<file path="src/core/rukp_consts.vh">
`ifndef RUKP_CONSTS_VH
`define RUKP_CONSTS_VH
// Register offsets (byte addresses on the register port).
`define RUKP_OFF_USER_DATA_BASE   8'h00
`define RUKP_OFF_KERNEL_PROG_BASE 8'h04
`define RUKP_OFF_RAM_SIZE         8'h08
`define RUKP_OFF_FLASH_USER_BASE  8'h0C
// Field layout of the partition register.
`define RUKP_UDB_HI  15
`define RUKP_UDB_LO  10
`define RUKP_UDB_W   6
// Writable fields of the kernel program base and flash user base registers.
`define RUKP_KPB_HI  15
`define RUKP_KPB_LO  10
`define RUKP_FUB_HI  19
`define RUKP_FUB_LO  12
// Offset added to user segment addresses on their way to the physical map.
`define RUKP_USER_PHYS_OFF 32'h4000_0000
// Reset values.
`define RUKP_UDB_RST 6'h00
`define RUKP_KPB_RST 32'h0000_0000
`define RUKP_FUB_RST 32'h0000_0000
// Default RAM size in bytes.
`define RUKP_RAM_SIZE_DEF 32'h0000_8000
// Segment selectors from the top address bits.
`define RUKP_SEG_CACHED   3'h4
`define RUKP_SEG_UNCACHED 3'h5
// Physical region bases and sizes.
`define RUKP_PHYS_RAM_BASE   32'h0000_0000
`define RUKP_PHYS_FLASH_BASE 32'h1D00_0000
`define RUKP_FLASH_SIZE_DEF  32'h0002_0000
`endif

</file>
<file path="src/core/rukp_partition.v">
// Functional notes
// - Single 4 GB unified address space, unique regions.
// - CPU virtual, bus masters physical addressing.
// - Program and data split user/kernel.
// - Part of data RAM may be executable.
// - Cached and uncached kernel segments mapped.
// - User data base held in bits 15:10.
// - Bits 9:0 read zero, writes ignored.
// - Bits 31:16 read zero.
// - Reset clears partition register to zero.
`timescale 1ns/100ps
`default_nettype none
`include "rukp_consts.vh"
module rukp_partition #(
  parameter [31:0] RAM_SIZE   = `RUKP_RAM_SIZE_DEF,
  parameter [31:0] FLASH_SIZE = `RUKP_FLASH_SIZE_DEF
) (
  // Clock and reset
  input  wire        clk,
  input  wire        rst,
  input  wire        clk_en,
  // Register port
  input  wire [7:0]  reg_addr,
  input  wire [31:0] reg_wdata,
  input  wire        reg_wr,
  input  wire        reg_rd,
  output reg  [31:0] reg_rdata,
  // Access check (same clock domain)
  input  wire [31:0] acc_addr,
  input  wire        acc_phys,
  input  wire        acc_user_mode,
  input  wire        acc_fetch,
  input  wire        acc_valid,
  // Access result
  output reg  [31:0] acc_phys_addr,
  output reg         acc_cacheable,
  output reg         acc_in_ram,
  output reg         acc_user_region,
  output reg         acc_exec_ram,
  output reg         acc_fault,
  output reg         acc_done
);
  // Only the writable upper bits of the partition are stored.
  // Software keeps the base above the kernel program base and within RAM.
  // The hardware stores whatever is written and does not check that order.
  reg [`RUKP_UDB_W-1:0] udb_q;
  reg [31:0]            kpb_q;
  reg [31:0]            fub_q;
  wire [31:0] udb_full = {16'h0000, udb_q, 10'h000};

  wire [31:0] map_phys;
  wire        map_user;
  wire        map_cached;
  wire        map_uncached;

  rukp_seg_map u_map (
    .virt_addr    (acc_addr),
    .phys_mode    (acc_phys),
    .phys_addr    (map_phys),
    .user_seg     (map_user),
    .cached_seg   (map_cached),
    .uncached_seg (map_uncached)
  );

  // Partition field; writes to the low and high bits have no effect.
  always @(posedge clk) begin
    if (rst) begin
      udb_q <= `RUKP_UDB_RST;
    end else if (clk_en && reg_wr) begin
      if (reg_addr == `RUKP_OFF_USER_DATA_BASE) begin
        udb_q <= reg_wdata[`RUKP_UDB_HI:`RUKP_UDB_LO];
      end
    end
  end

  // Kernel program base, kept in the same 1 KB steps as the partition.
  always @(posedge clk) begin
    if (rst) begin
      kpb_q <= `RUKP_KPB_RST;
    end else if (clk_en && reg_wr) begin
      if (reg_addr == `RUKP_OFF_KERNEL_PROG_BASE) begin
        kpb_q <= {16'h0000, reg_wdata[`RUKP_KPB_HI:`RUKP_KPB_LO], 10'h000};
      end
    end
  end

  // Flash user base, kept in 4 KB steps.
  always @(posedge clk) begin
    if (rst) begin
      fub_q <= `RUKP_FUB_RST;
    end else if (clk_en && reg_wr) begin
      if (reg_addr == `RUKP_OFF_FLASH_USER_BASE) begin
        fub_q <= {12'h000, reg_wdata[`RUKP_FUB_HI:`RUKP_FUB_LO], 12'h000};
      end
    end
  end

  // Read mux; idle cycles and unmapped addresses give zero.
  reg [31:0] rdata_d;
  always @* begin
    rdata_d = 32'h0000_0000;
    if (!reg_rd) begin
      rdata_d = 32'h0000_0000;
    end else if (reg_addr == `RUKP_OFF_USER_DATA_BASE) begin
      rdata_d = udb_full;
    end else if (reg_addr == `RUKP_OFF_KERNEL_PROG_BASE) begin
      rdata_d = kpb_q;
    end else if (reg_addr == `RUKP_OFF_RAM_SIZE) begin
      rdata_d = RAM_SIZE;
    end else if (reg_addr == `RUKP_OFF_FLASH_USER_BASE) begin
      rdata_d = fub_q;
    end else begin
      rdata_d = 32'h0000_0000;
    end
  end

  // Read data stand in the cycle after the strobe and only there.
  always @(posedge clk) begin
    if (rst) begin
      reg_rdata <= 32'h0000_0000;
    end else if (clk_en) begin
      reg_rdata <= rdata_d;
    end
  end

  // Access classification.
  wire [31:0] ram_off   = map_phys - `RUKP_PHYS_RAM_BASE;
  wire [31:0] flash_off = map_phys - `RUKP_PHYS_FLASH_BASE;
  wire in_ram   = (map_phys < RAM_SIZE);
  wire in_flash = (map_phys >= `RUKP_PHYS_FLASH_BASE) && (flash_off < FLASH_SIZE);
  wire part_on  = (udb_q != `RUKP_UDB_RST);
  wire ram_user = part_on && (ram_off >= udb_full);
  // Kernel program area of RAM spans the kernel program base up to the end of RAM, user data included.
  wire ram_exec = (kpb_q != 32'h0000_0000) && (ram_off >= kpb_q);
  wire fl_user  = (fub_q != 32'h0000_0000) && (flash_off >= fub_q);
  wire region_user = in_ram ? ram_user : (in_flash && fl_user);

  // User-mode virtual accesses may touch only the user segment and user regions.
  // Bus masters use physical addresses and are faulted here only for fetches from RAM outside the kernel program area.
  wire user_virt   = !acc_phys && acc_user_mode;
  wire seg_fault   = !map_user;
  wire ram_fault   = in_ram && !ram_user;
  wire flash_fault = in_flash && !fl_user;
  wire fault_d     = user_virt && (seg_fault || ram_fault || flash_fault);
  wire fetch_fault = acc_fetch && in_ram && !ram_exec;

  // Next values of the result flags.
  wire cacheable_d = map_cached && !map_uncached;
  wire exec_d      = in_ram && ram_exec;
  wire fault_all_d = fault_d || fetch_fault;

  // The done pulse lasts one cycle; the results below hold until the next request.
  always @(posedge clk) begin
    if (rst) begin
      acc_done <= 1'b0;
    end else if (clk_en) begin
      acc_done <= acc_valid;
    end
  end

  always @(posedge clk) begin
    if (rst) begin
      acc_phys_addr <= 32'h0000_0000;
    end else if (clk_en && acc_valid) begin
      acc_phys_addr <= map_phys;
    end
  end

  always @(posedge clk) begin
    if (rst) begin
      acc_cacheable <= 1'b0;
    end else if (clk_en && acc_valid) begin
      acc_cacheable <= cacheable_d;
    end
  end

  always @(posedge clk) begin
    if (rst) begin
      acc_in_ram <= 1'b0;
    end else if (clk_en && acc_valid) begin
      acc_in_ram <= in_ram;
    end
  end

  always @(posedge clk) begin
    if (rst) begin
      acc_user_region <= 1'b0;
    end else if (clk_en && acc_valid) begin
      acc_user_region <= region_user;
    end
  end

  always @(posedge clk) begin
    if (rst) begin
      acc_exec_ram <= 1'b0;
    end else if (clk_en && acc_valid) begin
      acc_exec_ram <= exec_d;
    end
  end

  // A fault is reported in the cycle after the request that caused it, with acc_done, and held with the results.
  always @(posedge clk) begin
    if (rst) begin
      acc_fault <= 1'b0;
    end else if (clk_en && acc_valid) begin
      acc_fault <= fault_all_d;
    end
  end
endmodule // rukp_partition
`default_nettype wire

</file>
<file path="src/core/rukp_seg_map.v">
`timescale 1ns/100ps
`default_nettype none
// Fixed mapping of a virtual address to a physical address and segment attributes.
module rukp_seg_map (
  // Address in
  input  wire [31:0] virt_addr,
  input  wire        phys_mode,
  // Attributes out
  output wire [31:0] phys_addr,
  output wire        user_seg,
  output wire        cached_seg,
  output wire        uncached_seg
);
`include "rukp_consts.vh"
  wire [2:0] top = virt_addr[31:29];
  assign cached_seg   = !phys_mode && (top == `RUKP_SEG_CACHED);
  assign uncached_seg = !phys_mode && (top == `RUKP_SEG_UNCACHED);
  assign user_seg     = !phys_mode && !virt_addr[31];
  // Kernel segments strip the top three bits; user space is offset by 1 GB.
  assign phys_addr = phys_mode ? virt_addr :
                     virt_addr[31] ? {3'h0, virt_addr[28:0]} :
                     virt_addr + `RUKP_USER_PHYS_OFF;
endmodule // rukp_seg_map
`default_nettype wire

</file>
<file path="config.mk">
export PLATFORM = sky130hd
export DESIGN_NAME = rukp_partition
export DESIGN_NICKNAME = d
export VERILOG_FILES = /design/src/core/rukp_partition.v /design/src/core/rukp_seg_map.v
export VERILOG_INCLUDE_DIRS = /design/src /design/src/core
export SDC_FILE = /design/constraint.sdc
export NUM_CORES = 1
export LEC_CHECK = 0
export BUFFER_PORTS_ARGS = -buffer_cell sky130_fd_sc_hd__buf_4
export CAP_MARGIN = 20
export CORE_MARGIN = 2
export CORE_UTILIZATION = 52
export CTS_CLUSTER_SIZE = 16
export DETAILED_ROUTE_END_ITERATION = 8
export PLACE_DENSITY = 0.88
export SYNTH_ARGS = -nofsm -noshare
export SYNTH_HDL_FRONTEND = slang
export SYNTH_HIERARCHICAL = 1
export SYNTH_SLANG_ARGS = --single-unit
</file>
<file path="constraint.sdc">
create_clock -name clk -period 6.8 [get_ports clk]
set_clock_uncertainty 0.15 [all_clocks]
set_input_delay 0.68 -clock clk [delete_from_list [all_inputs] [get_ports clk]]
set_output_delay 0.68 -clock clk [all_outputs]
set_load 0.01 [all_outputs]
</file>
==> key figures, run 1 <==
Synthesis
  – Synth Warn #: 6
  – Top FF cell, synth: dfxtp_1
  – Synthesized area per cell: 8.00 sq um
  – Yosys cell types: 47
  – Syn Inst Count: 460
  – Top cells by area, synth: dfxtp_1 37%, buf_4 10%, nand2_1 8.1%
  – Area leader, netlist: dfxtp_1
  – Asr flop ratio synth: 0
  – Mapped cell area: 0.00368 sq mm
  – Post-synth EDFFs: 0
  – Post-synthesis sequential area ratio: 0.370
  – Top cell type's share of synthesized area: 0.370
  – Post-synthesis register bit count: 68

Cells and area
  – Nets@finish: 631
  – Layout cells sized above 1: 0.245
  – Final Cell Area: 0.00444 sq mm
  – Fillers: 591
  – Area Growth Syn to Fin: 20.7%
  – Ant diodes: 0
  – Core Util, Final: 0.650

Critical path
  – Worst path buffer plus inverter count: 1
  – Startpoint types: primary input
  – Cells along the critical path: buf_4, or4_4, nand2b_4, or4_4, or4_1, a211o_1, a311oi_2
  – Delay-heaviest family, CP: simple AND/OR/NAND/NOR gates
  – Critical Path Fanout Max: 5
  – Required time of the critical path: 6.88 ns
  – Top cell by count, worst path: or4_4
  – Max incr delay on CP: 0.58 ns
  – Crit Path Class: primary input to register
  – Critical Path Sink Type: register
  – CP arrival: 3.10 ns
  – Critical path's slowest cell: or4_1

Placed design
  – HPWL Detailed: 6730 um
  – Port bufs: 106
  – Placed standard-cell area: 0.00424 sq mm
  – GP Congestion: 0.900

Global routing
  – Largest net degree at the start of global routing: 69
  – Vias in the first global route: 3111
  – Global-route wire length before repair: 14200 um
  – GR Util All Layers: 0.233
  – Initial antenna violation count: 0
  – GRT Residual Overflow: 0

Routing
  – Via density: 5.21
  – DRT Pass-1 Iters: 4
  – DRC Markers: 0
  – DR iter-0 viols: 220
  – Via count: 3285
  – ANT nets after route: 0
  – WL/cell: 13.9 um
  – DRT Wirelength: 8780 um

Floorplan
  – Die Y: 88.1 um
  – Initial core utilization: 0.538
  – Die W: 88.1 um
  – Core Rows: 30
  – Ports: 151
  – Die ar.: 0.00776 sq mm
  – Core area: 0.00683 sq mm

CTS
  – # resized after CTS: 0
  – Hold-fix buffers, CTS: 0
  – Clock transition at path regs: 0.07 ns
  – CTS max path bufs: 2
  – Latest clock arrival within the worst-skew pair: 0.32 ns
  – CTS Buf Count: 9
  – H-tree lvl count: 3
  – CTS tree: yes
  – Root buffer selected by CTS: clkbuf_8
  – Post-CTS Setup Inserts: 0
  – Clk sinks: 68

Timing
  – Final setup fails: 0
  – Final setup TNS: 0 ns
  – Crit path time final: 3.02 ns
  – Fmax: 0.331 GHz
  – Max-Slew Margin vs Limit: 0.533
  – RSZ-0062 raised after global routing: no
  – Tcrit/Tclk final: 0.444
  – Fin. max-slew vios: 0
  – Hold Vio Cnt, Final: 0
  – Transition time of the tightest slew-check pin: 0.700 ns

Power
  – Leakage power: 1.95 nW
  – Power, Total: 0.859 mW
  – Pwr Density: 193 mW/mm^2
  – Worst vdd ir: 0.000160 V

Run status
  – Outcome: completed

Hold path
  – Class of the worst hold path: register to register

Run
  – Max cap viols: 0
state kept, by name, summed over array words and instances (netlist names):
signal,count
acc_cacheable,1
acc_done,1
acc_exec_ram,1
acc_fault,1
acc_in_ram,1
acc_phys_addr,32
acc_user_region,1
fub_q,8
kpb_q,6
reg_rdata,10
udb_q,6
Yosys cell counts (2+ instances only):
cell type	n
a21oi_1	54
a22oi_1	2
and4_1	3
buf_1	2
buf_4	51
clkbuf_1	18
dfxtp_1	68
ha_1	20
inv_1	25
mux2i_1	20
nand2_1	79
nand2b_1	7
nand3_1	5
nand4_1	4
nor2_1	39
nor2b_1	7
nor3_1	8
nor4_1	5
nor4b_1	2
o2111ai_1	3
o21ai_0	4
o221ai_1	3
o22ai_1	2
or3_1	2
or4_1	4
or4_4	2
metrics by stage:
stage	std cells	setup slack, ns	hold slack [ns]
2_1_floorplan	481	3.58	0.313
3_3_place_gp	615	3.50	0.293
3_5_place_dp	615	3.46	0.298
4_1_cts	631	3.80	0.307
5_1_grt	631	3.72	0.330
6_report	631	3.78	0.306
report_power, final:
group | leakage (nW) | total (mW) | switching, mW | internal (mW)
Sequential | 0.552 | 0.412 | 0.00476 | 0.407
Clock | 0.0959 | 0.337 | 0.147 | 0.190
Combinational | 1.30 | 0.110 | 0.0592 | 0.0505
worst register-to-register path, cell delays in order, from the launching register on:
cell and delay (ns):
dfxtp_1 0.36, inv_1 0.09, ha_1 0.31, nor4b_1 0.15, and4_1 0.20, o31ai_1 0.25
a41oi_1 0.18, or4_1 0.51, a311oi_2 0.20
routing by layer:
layer	global-route usage	vias to the layer above	share of wire	wire length, um
met2	0.392	128	0.47	4110
met5	0	-	0	0
met3	0.0424	21	0.069	606
met4	0.0923	0	0.022	195
met1	0.296	1509	0.44	3860
li1	-	1627	-	-
placed cells by master, fill, tap and decap left out, types with 2 or more instances in the layout:
cell and n:
buf_4 109, nand2_1 79, dfxtp_1 68, a21oi_1 54
nor2_1 39, inv_1 25, conb_1 22, mux2i_1 20
ha_1 20, clkbuf_8 11, nor3_1 8, nor2b_1 7
nand2b_1 7, nor4_1 5, nand3_1 5, o21ai_0 4
nand4_1 4, or4_1 4, o2111ai_1 3, o221ai_1 3
and4_1 3, or3_1 2, a22oi_1 2, o22ai_1 2
or4_4 2, nor4b_1 2, clkbuf_1 2, clkinvlp_4 2
logic make-up after synthesis:
family	Yosys count	synth area share
AO/OA/AOI/OAI	79	0.127
flip-flops	68	0.370
buffers and inverters	96	0.150
other	1	0.00102
multiplexers	20	0.0544
adder cells (fa/ha/maj)	20	0.0680
AND/OR/NAND/NOR	176	0.229
area by class of cell:
type,count,area [sq um],area share
Multi-Input combinational cell,317,1840,0.415
Sequential cell,68,1360,0.306
Timing Repair Buffer,109,818,0.184
Clock buffer,13,159,0.0358
Tap cell,96,120,0.0270
Inverter,25,93.8,0.0211
Clock inverter,3,45.0,0.0101
worst paths after layout:
check,start,end,slack (ns),depth (start not counted)
worst min-delay path,acc_phys_addr[21],acc_phys_addr[21],0.31,2
worst min register to register,acc_phys_addr[21],acc_phys_addr[21],0.31,2
worst max register to register,fub_q[13],acc_fault,4.30,8
worst max-delay path,acc_addr[21],acc_fault,3.78,7
(Power assumes the default switching activity.)
==> inputs of run 2 (changes only) <==
CORE_UTILIZATION = 49   (was 52)
PLACE_DENSITY = 0.84   (was 0.88)
clock period = 3.14 ns   (was 6.8 ns; I/O delays follow)
==> key figures, run 2 (synthesis gave the netlist of run 1 again) <==
Run status
  – Outcome: completed

Routing
  – WL/cell: 13.8 um (-0.76%)
  – ANT nets after route: 0 (unchanged)
  – DRC Markers: 0 (unchanged)
  – Via count: 3289 (+0.12%)
  – DRT Pass-1 Iters: 4 (unchanged)
  – Via density: 5.19 (-0.35%)
  – DR iter-0 viols: 91 (-59%)
  – DRT Wirelength: 8750 um (-0.28%)

CTS
  – Latest clock arrival within the worst-skew pair: 0.34 ns (+0.02 ns)
  – Post-CTS Setup Inserts: 0 (unchanged)
  – Root buffer selected by CTS: clkbuf_8
  – CTS max path bufs: 2 (unchanged)
  – Hold-fix buffers, CTS: 0 (unchanged)
  – H-tree lvl count: 3 (unchanged)
  – Clock transition at path regs: 0.07 ns (about the same)
  – Clk sinks: 68 (unchanged)
  – CTS tree: yes
  – # resized after CTS: 0 (unchanged)
  – CTS Buf Count: 9 (unchanged)

Floorplan
  – Core Rows: 31 (+3.3%)
  – Core area: 0.00725 sq mm (+6.2%)
  – Die Y: 90.6 um (+2.9%)
  – Die W: 90.6 um (+2.9%)
  – Initial core utilization: 0.507 (-0.0313)
  – Die ar.: 0.00822 sq mm (+5.8%)
  – Ports: 151 (unchanged)

Critical path
  – Required time of the critical path: 3.24 ns (-3.64 ns)
  – Critical Path Sink Type: register
  – Critical path's slowest cell: or4_1
  – Critical Path Fanout Max: 5 (unchanged)
  – Cells along the critical path: buf_4, or4_4, nand2b_4, or4_4, or4_1, a211o_1, a311oi_2
  – Crit Path Class: primary input to register
  – Delay-heaviest family, CP: simple AND/OR/NAND/NOR gates
  – Startpoint types: primary input
  – CP arrival: 2.73 ns (-0.37 ns)
  – Max incr delay on CP: 0.56 ns (-0.02 ns)
  – Worst path buffer plus inverter count: 1 (unchanged)
  – Top cell by count, worst path: or4_4

Timing
  – Final setup TNS: 0 ns (unchanged)
  – Hold Vio Cnt, Final: 0 (unchanged)
  – RSZ-0062 raised after global routing: no
  – Final setup fails: 0 (unchanged)
  – Fmax: 0.381 GHz
  – Crit path time final: 2.62 ns
  – Tcrit/Tclk final: 0.835
  – Fin. max-slew vios: 0 (unchanged)
  – Transition time of the tightest slew-check pin: 0.699 ns (-0.00137 ns)
  – Max-Slew Margin vs Limit: 0.534 (+0.000917)
  – Final WS setup: 0.518 ns (-3.27 ns)

Cells and area
  – Area Growth Syn to Fin: 21.5%
  – Most frequent cells in the layout: 109 x buf_4, 79 x nand2_1, 68 x dfxtp_1, 54 x a21oi_1, 39 x nor2_1
  – Layout cells sized above 1: 0.245 (unchanged)
  – Most common cell after layout, fill and taps aside: buf_4
  – Nets@finish: 631 (unchanged)
  – Largest register FFs: 32 (unchanged)
  – Largest registers: acc_phys_addr (32), reg_rdata (10), fub_q (8)
  – Fillers: 693 (+17%)
  – Ant diodes: 0 (unchanged)
  – Most flops, register: acc_phys_addr

Power
  – Leakage power: 1.97 nW (+0.92%)
  – Worst vdd ir: 0.000256 V (+60%)
  – Pwr Density: 436 mW/mm^2 (+130%)

Global routing
  – Global-route wire length before repair: 14200 um (-0.34%)
  – GRT Residual Overflow: 0 (unchanged)
  – Largest net degree at the start of global routing: 69 (unchanged)
  – GR Util All Layers: 0.213 (-0.0195)
  – Initial antenna violation count: 0 (unchanged)
  – Vias in the first global route: 3073 (-1.2%)

Run
  – Max cap viols: 0 (unchanged)

Placed design
  – HPWL Detailed: 6620 um (-1.6%)
  – Worst slack, placed: 0.168 ns (-3.30 ns)
  – Port bufs: 106 (unchanged)
  – GP Congestion: 0.840 (-6.7%)

Hold path
  – Class of the worst hold path: primary input to register
[run 2: cell count changes in the layout (fill, tap and decap cells not counted)]
cell	change
bufinv_16	+1
clkinv_4	+1
clkinvlp_4	-2
[run 2: routing by layer]
layer  GRT usage  share of wire
met2       0.339           0.46
met5           0              0
met4       0.106          0.026
met3      0.0501          0.073
met1       0.271           0.44
[run 2: final cells by class]
class,instances,area [sq um],area share
clock buffers,13,159,0.0356
clock inverters,3,68.8,0.0154
inverters,25,93.8,0.0210
multi-input cells,317,1840,0.413
flip-flops and latches,68,1360,0.305
well taps,99,124,0.0277
repair buffers,109,818,0.183
[run 2: tightest hold or removal path: cells and delay by family]
kind,cells,cell delay (ns)
AND/OR/NAND/NOR,1,0.07
buffers and inverters,1,0.08
multiplexers,1,0.05
[run 2: stage by stage]
step                 util  hold WS (ns)  total power [mW]  instance area (sq um)  instances
finish              0.616        0.0678              1.95                   4470        634
global route        0.616        0.0653              2.03                   4470        634
CTS                 0.616        0.0567              1.96                   4470        634
detailed placement  0.585         0.298              1.15                   4240        618
global placement    0.585         0.291              1.14                   4240        618
floorplan               -         0.308              1.08                   3760        481
[run 2: power breakdown]
part | internal [mW] | total (mW) | switching, mW
Sequential | 0.882 | 0.893 | 0.0103
Clock | 0.493 | 0.818 | 0.325
Combinational | 0.109 | 0.236 | 0.127
Total | 1.48 | 1.95 | 0.463
[run 2: final timing paths]
kind | startpoint | to | slack (ns) | cells past startpoint
hold reg to reg | acc_phys_addr[2] | acc_phys_addr[2] | 0.31 | 2
hold / removal | reg_wdata[10] | kpb_q[10] | 0.07 | 3
setup / recovery | acc_addr[21] | acc_fault | 0.52 | 7
setup reg to reg | fub_q[13] | acc_fault | 0.60 | 8
